**src/rtl/brs_pkg.sv**
```systemverilog
package brs_pkg;
    // ----------------------------------------------------------------
    // timing
    // ----------------------------------------------------------------
    localparam int unsigned CLK_HZ          = 10_000_000;
    localparam int unsigned RESET_DELAY_MS  = 50;
    localparam int unsigned RESET_DELAY_CYC = (CLK_HZ / 1000) * RESET_DELAY_MS;
    localparam int unsigned SLOW_OSC_HZ     = 20_000;
    localparam int unsigned FAST_OSC_HZ     = 12_000_000;
    // slow oscillator tick divider while in start-up delay
    localparam int unsigned SLOW_DIV_CYC    = CLK_HZ / SLOW_OSC_HZ;
    // bounded wait for host activity before probing the eeprom
    localparam int unsigned HOST_WAIT_CYC   = 1000;
    // eeprom image size in bytes
    localparam int unsigned EE_IMAGE_BYTES  = 32768;
    localparam int unsigned PORT_PINS       = 32;

    // ----------------------------------------------------------------
    // pin positions of the boot functions
    // ----------------------------------------------------------------
    localparam int unsigned PIN_EE_SCL   = 28;
    localparam int unsigned PIN_EE_SDA   = 29;
    localparam int unsigned PIN_HOST_TX  = 30;
    localparam int unsigned PIN_HOST_RX  = 31;

    // ----------------------------------------------------------------
    // clock sources and reset default source
    // ----------------------------------------------------------------
    typedef enum logic [1:0] {
        BRS_SRC_RC   = 2'h0,
        BRS_SRC_XIN  = 2'h1,
        BRS_SRC_PLL  = 2'h2
    } brs_clksrc_t;

    localparam logic [1:0] CLKSRC_RST = 2'h0;

    // ----------------------------------------------------------------
    // sequencer states
    // ----------------------------------------------------------------
    typedef enum logic [2:0] {
        BRS_ST_SHUTDOWN = 3'h0,
        BRS_ST_DELAY    = 3'h1,
        BRS_ST_HOST     = 3'h2,
        BRS_ST_EEPROM   = 3'h3,
        BRS_ST_LAUNCH   = 3'h4,
        BRS_ST_RUN      = 3'h5,
        BRS_ST_SUSPEND  = 3'h6
    } brs_state_t;
endpackage

```
**src/rtl/brs_sequencer.sv**
```systemverilog
`timescale 1ns/1ns
module brs_sequencer
    import brs_pkg::*;
#(
    parameter int unsigned DELAY_CYC = brs_pkg::RESET_DELAY_CYC,
    parameter int unsigned HOST_WAIT = brs_pkg::HOST_WAIT_CYC,
    parameter int unsigned SLOW_DIV  = brs_pkg::SLOW_DIV_CYC
) (
    input  wire logic              clk_in,             // 10 MHz clock
    input  wire logic              rst_in,             // sync reset, high
    input  wire logic              external_reset_pin_in, // reset pin level, low = reset
    input  wire logic              brownout_enable_pin_in, // low = brown-out enabled
    input  wire logic              supply_low_in,      // supply below threshold
    input  wire logic              reboot_req_in,      // application reboot pulse
    input  wire logic              host_serial_rx_pin_in, // host rx pin level
    input  wire logic              host_found_in,      // loader: host conversation ok
    input  wire logic              host_suspend_in,    // loader: host sent suspend
    input  wire logic              host_load_done_in,  // loader: host download complete
    input  wire logic              ee_found_in,        // loader: eeprom acked probe
    input  wire logic              ee_byte_in,         // loader: one eeprom byte copied
    input  wire logic [1:0]        clk_src_sel_in,     // run-time source choice
    input  wire logic              xtal_mode_in,       // 1 = crystal, 0 = external osc
    output logic                   reset_pin_oe_n_out, // low = weak drive of reset pin
    output logic                   reset_pin_out_out,  // monitor level on reset pin
    output logic                   core0_en_out,       // core 0 enabled
    output logic                   cores_en_out,       // other cores allowed
    output logic                   core0_boot_out,     // core 0 runs boot loader
    output logic                   core0_interp_out,   // core 0 runs interpreter
    output logic                   sys_clk_en_out,     // internal clock running
    output logic                   osc_fast_out,       // 1 = fast rc, 0 = slow rc
    output logic                   slow_tick_out,      // slow oscillator tick pulse
    output brs_pkg::brs_clksrc_t   clk_src_out,        // selected clock source
    output logic                   xtal_drive_out,     // crystal feedback pin drive enable
    output logic                   boot_pins_out,      // pins 28..31 in boot role
    output logic                   pins_float_out,     // all port pins forced to input
    output logic                   probe_ee_out,       // loader: probe eeprom now
    output logic                   shutdown_out        // in shutdown
);
    import brs_pkg::*;

    // ----------------------------------------------------------------
    // state
    // ----------------------------------------------------------------
    typedef struct packed {
        brs_state_t  st;
        logic [31:0] cnt;
        logic [15:0] ee_cnt;
        logic [15:0] div;
        logic        tick;
        brs_clksrc_t src;
        logic        xtal;
        logic        halt;    // parked in shutdown after a failed boot
    } brs_seq_t;

    brs_seq_t r_r;
    brs_seq_t r_nxt;

    logic external_reset_pin_s;
    logic brownout_enable_pin_s;
    logic slow_s;
    logic rx_s;
    logic shut_req;

    // ----------------------------------------------------------------
    // pin synchronisers
    // ----------------------------------------------------------------
    brs_sync #(.W(4)) u_sync (
        .clk_in (clk_in),
        .rst_in (rst_in),
        .d_in   ({external_reset_pin_in, brownout_enable_pin_in,
                  supply_low_in, host_serial_rx_pin_in}),
        .q_out  ({external_reset_pin_s, brownout_enable_pin_s, slow_s, rx_s})
    );

    // brown-out only counts when enabled; reset pin low or reboot also shut down
    assign shut_req = (!brownout_enable_pin_s && slow_s) || !external_reset_pin_s || reboot_req_in;

    // ----------------------------------------------------------------
    // sequencer
    // ----------------------------------------------------------------
    always_comb begin
        r_nxt      = r_r;
        r_nxt.tick = 1'b0;
        // clock choice follows software at run time; the illegal code keeps the old one
        r_nxt.xtal = xtal_mode_in;
        if (clk_src_sel_in != 2'h3) begin
            r_nxt.src = brs_clksrc_t'(clk_src_sel_in);
        end
        if (shut_req) begin
            // shutdown wins over every state, reboot included
            r_nxt.st     = BRS_ST_SHUTDOWN;
            r_nxt.cnt    = '0;
            r_nxt.ee_cnt = '0;
            r_nxt.div    = '0;
            r_nxt.halt   = 1'b0;
        end else begin
            unique case (r_r.st)
                BRS_ST_SHUTDOWN: begin
                    // supply good and reset pin high together; a failed boot stays down
                    if (!r_r.halt) begin
                        r_nxt.st  = BRS_ST_DELAY;
                        r_nxt.cnt = '0;
                        r_nxt.div = '0;
                    end
                end
                BRS_ST_DELAY: begin
                    if (r_r.cnt == 32'(DELAY_CYC - 1)) begin
                        r_nxt.st  = BRS_ST_HOST;
                        r_nxt.cnt = '0;
                    end else begin
                        r_nxt.cnt = r_r.cnt + 32'h0000_0001;
                        // slow ticks only; none on the exit cycle, which is already fast
                        if (r_r.div == 16'(SLOW_DIV - 1)) begin
                            r_nxt.div  = '0;
                            r_nxt.tick = 1'b1;
                        end else begin
                            r_nxt.div = r_r.div + 16'h0001;
                        end
                    end
                end
                BRS_ST_HOST: begin
                    // host first; give up after HOST_WAIT cycles of rx idle high with no host
                    if (host_found_in && host_suspend_in) begin
                        r_nxt.st = BRS_ST_SUSPEND;
                    end else if (host_found_in && host_load_done_in) begin
                        r_nxt.st = BRS_ST_LAUNCH;
                    end else if (!host_found_in && rx_s &&
                                 r_r.cnt == 32'(HOST_WAIT - 1)) begin
                        r_nxt.st  = BRS_ST_EEPROM;
                        r_nxt.cnt = '0;
                    end else if (!host_found_in) begin
                        r_nxt.cnt = (rx_s) ? r_r.cnt + 32'h0000_0001 : '0;
                    end
                end
                BRS_ST_EEPROM: begin
                    // copy the whole image; no ack means nothing to boot
                    if (r_r.cnt == 32'(HOST_WAIT - 1) && !ee_found_in) begin
                        r_nxt.st   = BRS_ST_SHUTDOWN;
                        r_nxt.halt = 1'b1;
                    end else if (ee_found_in && ee_byte_in) begin
                        r_nxt.ee_cnt = r_r.ee_cnt + 16'h0001;
                        if (r_r.ee_cnt == 16'(EE_IMAGE_BYTES - 1)) begin
                            r_nxt.st = BRS_ST_LAUNCH;
                        end
                    end else if (!ee_found_in) begin
                        r_nxt.cnt = r_r.cnt + 32'h0000_0001;
                    end
                end
                BRS_ST_LAUNCH: begin
                    r_nxt.st = BRS_ST_RUN;
                end
                BRS_ST_RUN: begin
                    r_nxt.st = BRS_ST_RUN;
                end
                BRS_ST_SUSPEND: begin
                    r_nxt.st = BRS_ST_SUSPEND;
                end
                default: begin
                    r_nxt.st = BRS_ST_SHUTDOWN;
                end
            endcase
        end
    end

    always_ff @(posedge clk_in) begin
        if (rst_in) begin
            r_r     <= '0;
            r_r.src <= brs_clksrc_t'(CLKSRC_RST);
        end else begin
            r_r <= r_nxt;
        end
    end

    // ----------------------------------------------------------------
    // registered outputs
    // ----------------------------------------------------------------
    always_ff @(posedge clk_in) begin
        if (rst_in) begin
            reset_pin_oe_n_out <= 1'b1;
            reset_pin_out_out  <= 1'b0;
            core0_en_out       <= 1'b0;
            cores_en_out       <= 1'b0;
            core0_boot_out     <= 1'b0;
            core0_interp_out   <= 1'b0;
            sys_clk_en_out     <= 1'b0;
            osc_fast_out       <= 1'b0;
            slow_tick_out      <= 1'b0;
            clk_src_out        <= BRS_SRC_RC;
            xtal_drive_out     <= 1'b0;
            boot_pins_out      <= 1'b0;
            pins_float_out     <= 1'b1;
            probe_ee_out       <= 1'b0;
            shutdown_out       <= 1'b1;
        end else begin
            // weak monitor drive; the pin's own low still resets
            reset_pin_oe_n_out <= brownout_enable_pin_s;
            reset_pin_out_out  <= r_nxt.st != BRS_ST_SHUTDOWN;
            core0_en_out       <= r_nxt.st inside {BRS_ST_HOST, BRS_ST_EEPROM,
                                                  BRS_ST_LAUNCH, BRS_ST_RUN};
            cores_en_out       <= r_nxt.st == BRS_ST_RUN;
            core0_boot_out     <= r_nxt.st inside {BRS_ST_HOST, BRS_ST_EEPROM};
            core0_interp_out   <= r_nxt.st == BRS_ST_RUN;
            sys_clk_en_out     <= r_nxt.st != BRS_ST_SHUTDOWN;
            osc_fast_out       <= !(r_nxt.st inside {BRS_ST_SHUTDOWN, BRS_ST_DELAY});
            slow_tick_out      <= r_nxt.tick;
            clk_src_out        <= (r_nxt.st == BRS_ST_RUN) ? r_nxt.src : BRS_SRC_RC;
            xtal_drive_out     <= (r_nxt.st == BRS_ST_RUN) && r_nxt.xtal &&
                                  (r_nxt.src != BRS_SRC_RC);
            boot_pins_out      <= r_nxt.st inside {BRS_ST_HOST, BRS_ST_EEPROM};
            pins_float_out     <= r_nxt.st inside {BRS_ST_SHUTDOWN, BRS_ST_DELAY};
            probe_ee_out       <= r_nxt.st == BRS_ST_EEPROM;
            shutdown_out       <= r_nxt.st == BRS_ST_SHUTDOWN;
        end
    end
endmodule

```
**src/rtl/brs_sync.sv**
```systemverilog
`timescale 1ns/1ns
// ----------------------------------------------------------------
// two-flop synchroniser, one per bit
// ----------------------------------------------------------------
module brs_sync #(
    parameter int W = 1
) (
    input  wire logic         clk_in,  // system clock
    input  wire logic         rst_in,  // sync reset
    input  wire logic [W-1:0] d_in,    // async inputs
    output logic      [W-1:0] q_out    // synchronised
);
    typedef struct packed {
        logic [W-1:0] s1;
        logic [W-1:0] s2;
    } brs_sync_t;

    brs_sync_t st_r;
    brs_sync_t st_nxt;

    // first stage read only by the second stage
    always_comb begin
        st_nxt    = st_r;
        st_nxt.s1 = d_in;
        st_nxt.s2 = st_r.s1;
    end

    always_ff @(posedge clk_in) begin
        if (rst_in) begin
            st_r <= '0;
        end else begin
            st_r <= st_nxt;
        end
    end

    assign q_out = st_r.s2;
endmodule

```
**config.mk**
```make
export PLATFORM = sky130hd
export DESIGN_NAME = brs_sequencer
export DESIGN_NICKNAME = d
export VERILOG_FILES = /design/src/rtl/brs_pkg.sv /design/src/rtl/brs_sequencer.sv /design/src/rtl/brs_sync.sv
export SDC_FILE = /design/constraint.sdc
export NUM_CORES = 1
export LEC_CHECK = 0
export ABC_AREA = 1
export BUFFER_PORTS_ARGS = -buffer_cell sky130_fd_sc_hd__buf_4
export CAP_MARGIN = 30
export CELL_PAD_IN_SITES_DETAIL_PLACEMENT = 1
export CELL_PAD_IN_SITES_GLOBAL_PLACEMENT = 2
export CORE_MARGIN = 2
export CORE_UTILIZATION = 35
export DETAILED_ROUTE_END_ITERATION = 7
export PLACE_DENSITY = 0.92
export SKIP_CTS_REPAIR_TIMING = 1
export SLEW_MARGIN = 10
export SYNTH_ARGS = -nofsm -noshare
export SYNTH_HDL_FRONTEND = slang
export SYNTH_HIERARCHICAL = 1
export SYNTH_SLANG_ARGS = --single-unit
```
**constraint.sdc**
```tcl
create_clock -name clk_in -period 3.9 [get_ports clk_in]
set_clock_uncertainty 0.1 [all_clocks]
set_input_delay 0.195 -clock clk_in [delete_from_list [all_inputs] [get_ports clk_in]]
set_output_delay 0.195 -clock clk_in [all_outputs]
set_load 0.01 [all_outputs]
```
-- After elaboration in Yosys (flattened, before gate mapping)
Cells that the tools add are included.
- add/subtract/negate cells: 3
- equality and inequality tests: 24
- muxes and demuxes: 28
- bitwise operators: 3
- reductions and logical operators: 33
- operator list (kind ; number):
    $mux 32 ; 8
    $pmux 32 s4 ; 1
    $mux 67 ; 1
    $mux 16 ; 4
    $mux 48 ; 1
    $mux 35 ; 1
    $add 16x1->16 const B ; 2
    $add 32x1->32 const B ; 1
    $eq 32x10->1 const B ; 1
    $eq 32x19->1 const B ; 1
    $pmux 16 s2 ; 1
    $mux 3 ; 7
    $pmux 3 s6 ; 1
    $mux 17 ; 1
    $eq 16x15->1 const B ; 1
    $eq 16x9->1 const B ; 1
    $ne 2x2->1 const B ; 8
    $eq 3x3->1 const B ; 5
    $eq 3x2->1 const B ; 4
    $logic_and 1x1->1 ; 9
    $reduce_and 8->1 ; 1
    $reduce_bool 2->1 ; 4
    $reduce_bool 4->1 ; 2
    $eq 3x1->1 const B ; 2
    12 further kinds ; 23
- register bits: 91
- output and inout bits: 16
- logic and storage cells: 111

-- Logic depth before layout (Yosys ltp)
- depth after elaboration: 11
- mapped depth: 14
- gate-level depth less buffers: 13

-- Hierarchy
Netlist, hierarchy kept.
- modules (own cells, without submodules) (module ; instances ; cells an instance ; area an instance (um^2) ; seq. area each (um^2)):
    brs_sequencer ; 1 ; 781 ; 4957.3 ; 1661.6
    brs_sync ; 1 ; 25 ; 231.5 ; 160.2

-- Least setup slack after synthesis
Ideal clock, no wire load.
- path kind: register to register
- from: reg r_r[37] (netlist bit)
- to: reg r_r[61] (netlist bit)
- arrival: 1.597 ns
- required time: 3.668 ns
- slack: 2.071 ns
- stages on the path, launching flop included: 12
- path buffers: 1
- clock period less this slack: 1.829 ns
- cells stage by stage: dfxtp_1 > ha_1 > nand2_2 > nor2_2 > nand3_1 > nor2_2 > nand2_1 > nand2_2 > buf_2 > nand3_2 > nand3b_1 > a21oi_1
- cells in the longest elaborated chain, start to end: 7
- RTL lines (element ; line ; source):
    start: declaration ; brs_sequencer.sv:55 ; brs_seq_t r_r;
    start signal: assignment ; brs_sequencer.sv:170 ; r_r <= r_nxt;
    $add 32x1->32 ; brs_sequencer.sv:111, brs_sequencer.sv:132, brs_sequencer.sv:146 ;
    $mux 32 ; brs_sequencer.sv:132 ; r_nxt.cnt = (rx_s) ? r_r.cnt + 32'h0000_0001 : '0;
    $mux 32 ; brs_sequencer.sv:131 ; end else if (!host_found_in) begin
    $mux 32 ; brs_sequencer.sv:127 ; end else if (!host_found_in && rx_s &&
    $mux 32 ; brs_sequencer.sv:125 ; end else if (host_found_in && host_load_done_in) begin
    $mux 32 ; brs_sequencer.sv:123 ; if (host_found_in && host_suspend_in) begin
    $pmux 32 s4 ; brs_sequencer.sv:97 ; unique case (r_r.st)
Parallel ways exist; a longest one is shown, timed or not. The select of a mux whose other input is x is not followed.
A chain may end at the register's enable or synchronous reset.

-- Final worst setup path
- from: reg r_r[37] (netlist bit)
- to: reg r_r[8] (netlist bit)
- cells in the longest elaborated chain, start to end: 3
- RTL lines (element ; line ; source):
    $eq 32x19->1 ; brs_sequencer.sv:107 ; if (r_r.cnt == 32'(DELAY_CYC - 1)) begin
    $ne 2x2->1 (no line) ; n/a ;
    $reduce_and 3->1 (no line) ; n/a ;
No other way between the ends.

==> impl_summary.log <==
INFO  metric irDropWorstVdd = 0.000219 V
INFO  metric worstSetupEndpointType = register
INFO  metric worst_ep_arrival_time = 2.71 ns
INFO  metric ios = 31
INFO  metric critPathLaunch = r_r[37]
INFO  metric syn_to_final_growth = 13.5%
INFO  metric core-area = 14500 um2
INFO  metric worst_r2r_startpoint = r_r[37]
INFO  metric stdcell_count = 1023
INFO  metric overflow = 0
INFO  metric grt_max_degree = 34
INFO  metric timing.hold.worst.class = input port to register
INFO  metric ys.warnings.count = 6
INFO  metric synth.net_count = 824
INFO  metric detailroute.via_count = 5251
INFO  metric worstHoldEndpoint = u_sync/st_nxt[1]
INFO  metric finalHoldViolCount = 5
INFO  metric cts_root_buf = sky130_fd_sc_hd__clkbuf_16
INFO  metric rsz_0062_raised_after_global_routing = false
INFO  metric timing.hold.worst.start = rst_in
INFO  metric synth_area_leader_cell = sky130_fd_sc_hd__dfxtp_1
INFO  metric yosysSeqAreaShare = 0.351
INFO  metric finalWeightedCongestion = 0.917
INFO  metric dieHeight = 126 um
INFO  metric dp_hpwl = 11800 um
INFO  metric hold_path_depth = 2
INFO  metric global_route.usage.total = 0.201
INFO  metric pwr_density_cell = 326 nW/um2
INFO  metric detail_route.drc_violations = 0
INFO  metric synth_flop_cell = sky130_fd_sc_hd__dfxtp_1
INFO  metric drtAntennaViolNets = 0
INFO  metric tritoncts_clock_tree = built
INFO  metric detail_route.vias_per_cell = 5.13
INFO  metric synth-async-reset-ratio = 0
INFO  metric detailedRoute.firstPassIterationCount = 4
INFO  metric dr.first_iter.drc_count = 258
INFO  metric reg2reg_setup_slack = 1.35 ns
INFO  metric synthesis_stage_register_bit_count = 91
INFO  metric detail_route.wirelength = 15500 um
INFO  metric post-synth-top-area-fraction = 0.351
INFO  metric filler_cells = 1963
INFO  metric grt_antenna_before_repair = 0
INFO  metric worst-setup-path-type = register to register
INFO  metric pre_cts_slack = 1.39 ns
INFO  metric syn_area = 5190 um2
INFO  metric place.port_buffers = 30
INFO  metric timing.critical_path.fanout_max = 13
INFO  metric clkTransAtPathRegs = 0.07 ns
INFO  metric post_route_cells_drive_above_1_share = 0.101
INFO  metric power.leakage = 0.00241 uW
INFO  metric first_global_vias = 5396
INFO  metric final_cycle_share = 0.654
INFO  metric failed_checks = hold timing
INFO  metric finalWorstSetupSlack = 1.35 ns
INFO  metric max-cap-violations = 0
INFO  metric clock_sinks = 91
INFO  metric achievable-frequency = 392 MHz
INFO  metric register_area = 1820 um2
INFO  metric finalNetCount = 852
INFO  metric run_status = complete, but fails checks
INFO  metric initial_standard_cell_utilization_of_the_core = 0.357
INFO  metric post_synth.cell_area_avg = 6.44 um2
INFO  metric timing.rr.end = r_r[8]
INFO  metric syn_inst = 806
INFO  metric setup_total_negative_slack = 0 ns
INFO  metric number_of_buffers_created_by_cts = 9
INFO  metric relSlewSlack = 0.499
INFO  metric core.rowCount = 44
INFO  metric worstSkewPairLatency = 0.35 ns
INFO  metric timing.critical_path.from_type = register
INFO  metric edff_count_synth = 0
INFO  metric worst_ep_required_time = 4.06 ns
INFO  metric worst-slew-pin-transition = 0.751 ns
INFO  metric ctsHtreeMaxLevel = 3
INFO  metric worstRegToRegCells = 11
INFO  metric finalHoldWorstSlack = -0.00666 ns
INFO  metric setup_viol = 0
INFO  metric ctsLongestPathBuffers = 2
INFO  metric design_power_total = 1920 uW
INFO  metric fin_crit_period = 2.55 ns
INFO  metric post-place-cells = 1002
INFO  metric yosysUniqueCellTypes = 37
INFO  metric first_pass_grt_wire_length = 26100 um
INFO  metric avgRoutedWirePerCell = 15.1 um
INFO  metric die_w = 126 um
INFO  metric die_area = 15800 um2
INFO  metric antennaDiodeCount = 0
INFO  metric ys_top_cells_by_area = sky130_fd_sc_hd__dfxtp_1 35%, sky130_fd_sc_hd__nand2_1 15%, sky130_fd_sc_hd__nor2_1 8.2%
INFO  metric multiInputGateArea = 2810 um2
INFO  metric slew_viol_final = 0
cell usage in the layout, fill, tap and decap left out, drive strengths merged:
cell	count
nand2	211
nor2	128
inv	118
dfxtp	91
nand3	79
a21oi	40
buf	31
nand4	29
nor3	28
xor2	20
o21ai	16
clkbuf	9
nand3b	5
dlygate4sd3	5
nor4	4
a31oi	4
nor3b	4
o211ai	3
ha	3
and3	2
a211oi	2
clkinv	2
a211o	1
o21a	1
xnor2	1
o21bai	1
bufinv	1
cell type report:
class	count	area share
Clock buffer	9	0.0383
Clock inverter	7	0.0157
Inverter	114	0.0727
Multi-Input combinational cell	582	0.477
Sequential cell	91	0.309
Tap cell	184	0.0391
Timing Repair Buffer	36	0.0480
worst max-delay path: stages (launching register included):
cell	delay, ns
sky130_fd_sc_hd__dfxtp_1	0.38
sky130_fd_sc_hd__ha_1	0.20
sky130_fd_sc_hd__nand2_2	0.09
sky130_fd_sc_hd__nor2_2	0.19
sky130_fd_sc_hd__nand3_1	0.13
sky130_fd_sc_hd__nor2_2	0.14
sky130_fd_sc_hd__nand2_1	0.10
sky130_fd_sc_hd__nand2_2	0.29
sky130_fd_sc_hd__nand2_2	0.25
sky130_fd_sc_hd__nand2_1	0.16
sky130_fd_sc_hd__nand2_1	0.16
sky130_fd_sc_hd__nor3b_1	0.26
sequential cells by signal (all words and copies together) (netlist names):
| name | count |
|---|---|
| core0_interp_out | 1 |
| clk_src_out | 2 |
| osc_fast_out | 1 |
| u_sync/st_nxt | 4 |
| probe_ee_out | 1 |
| reset_pin_oe_n_out | 1 |
| boot_pins_out | 1 |
| pins_float_out | 1 |
| slow_tick_out | 1 |
| u_sync/q_out | 4 |
| shutdown_out | 1 |
| sys_clk_en_out | 1 |
| r_r | 70 |
| xtal_drive_out | 1 |
| core0_en_out | 1 |
routing by layer:
layer  part of all wire  vias up  track usage
met2               0.49       72        0.345
met3              0.024       33       0.0293
met5                  0        -            0
li1                   -     2641            -
met1               0.46     2505        0.251
met4              0.028        0       0.0873
report_power, final:
group / switching (uW) / leakage [uW] / internal, uW
clock network: 424 / 0.000156 / 515
registers: 3.01 / 0.000735 / 934
logic: 22.8 / 0.00152 / 18.7
worst max path at each step:
stage	slack (ns)	end	depth (start not counted)
2_1_floorplan	2.07	r_r[61]	11
3_3_place_gp	1.45	r_r[39]	11
3_5_place_dp	1.39	r_r[8]	11
4_1_cts	1.36	r_r[8]	11
5_1_grt	1.09	r_r[8]	11
6_report	1.35	r_r[8]	11
synthesized netlist by cell type (6+ instances only):
master                      n
sky130_fd_sc_hd__nor3_1    28
sky130_fd_sc_hd__nor2_2    13
sky130_fd_sc_hd__a21oi_1   39
sky130_fd_sc_hd__nand2_1  201
sky130_fd_sc_hd__xor2_1    20
sky130_fd_sc_hd__buf_6      6
sky130_fd_sc_hd__o21ai_0   15
sky130_fd_sc_hd__nand2_2    8
sky130_fd_sc_hd__inv_1    106
sky130_fd_sc_hd__inv_2      8
sky130_fd_sc_hd__dfxtp_1   91
sky130_fd_sc_hd__nor2_1   114
sky130_fd_sc_hd__nand4_1   27
sky130_fd_sc_hd__nand3_1   76
through the flow:
stage | cell area [um2] | utilization
2_1_floorplan | 5190 | -
3_3_place_gp | 5520 | 0.380
3_5_place_dp | 5520 | 0.380
4_1_cts | 5840 | 0.402
5_1_grt | 5890 | 0.405
6_report | 5890 | 0.405
kinds of logic after synthesis:
group / after synthesis / synth area share
buffers and inverters: 133 / 0.108
adders and majority gates: 3 / 0.00723
and+or+nand+nor: 490 / 0.427
AOI/OAI and AO/OA: 68 / 0.0714
DFF: 91 / 0.351
xor gates and xnor gates: 21 / 0.0354
(Power assumes the default switching activity.)
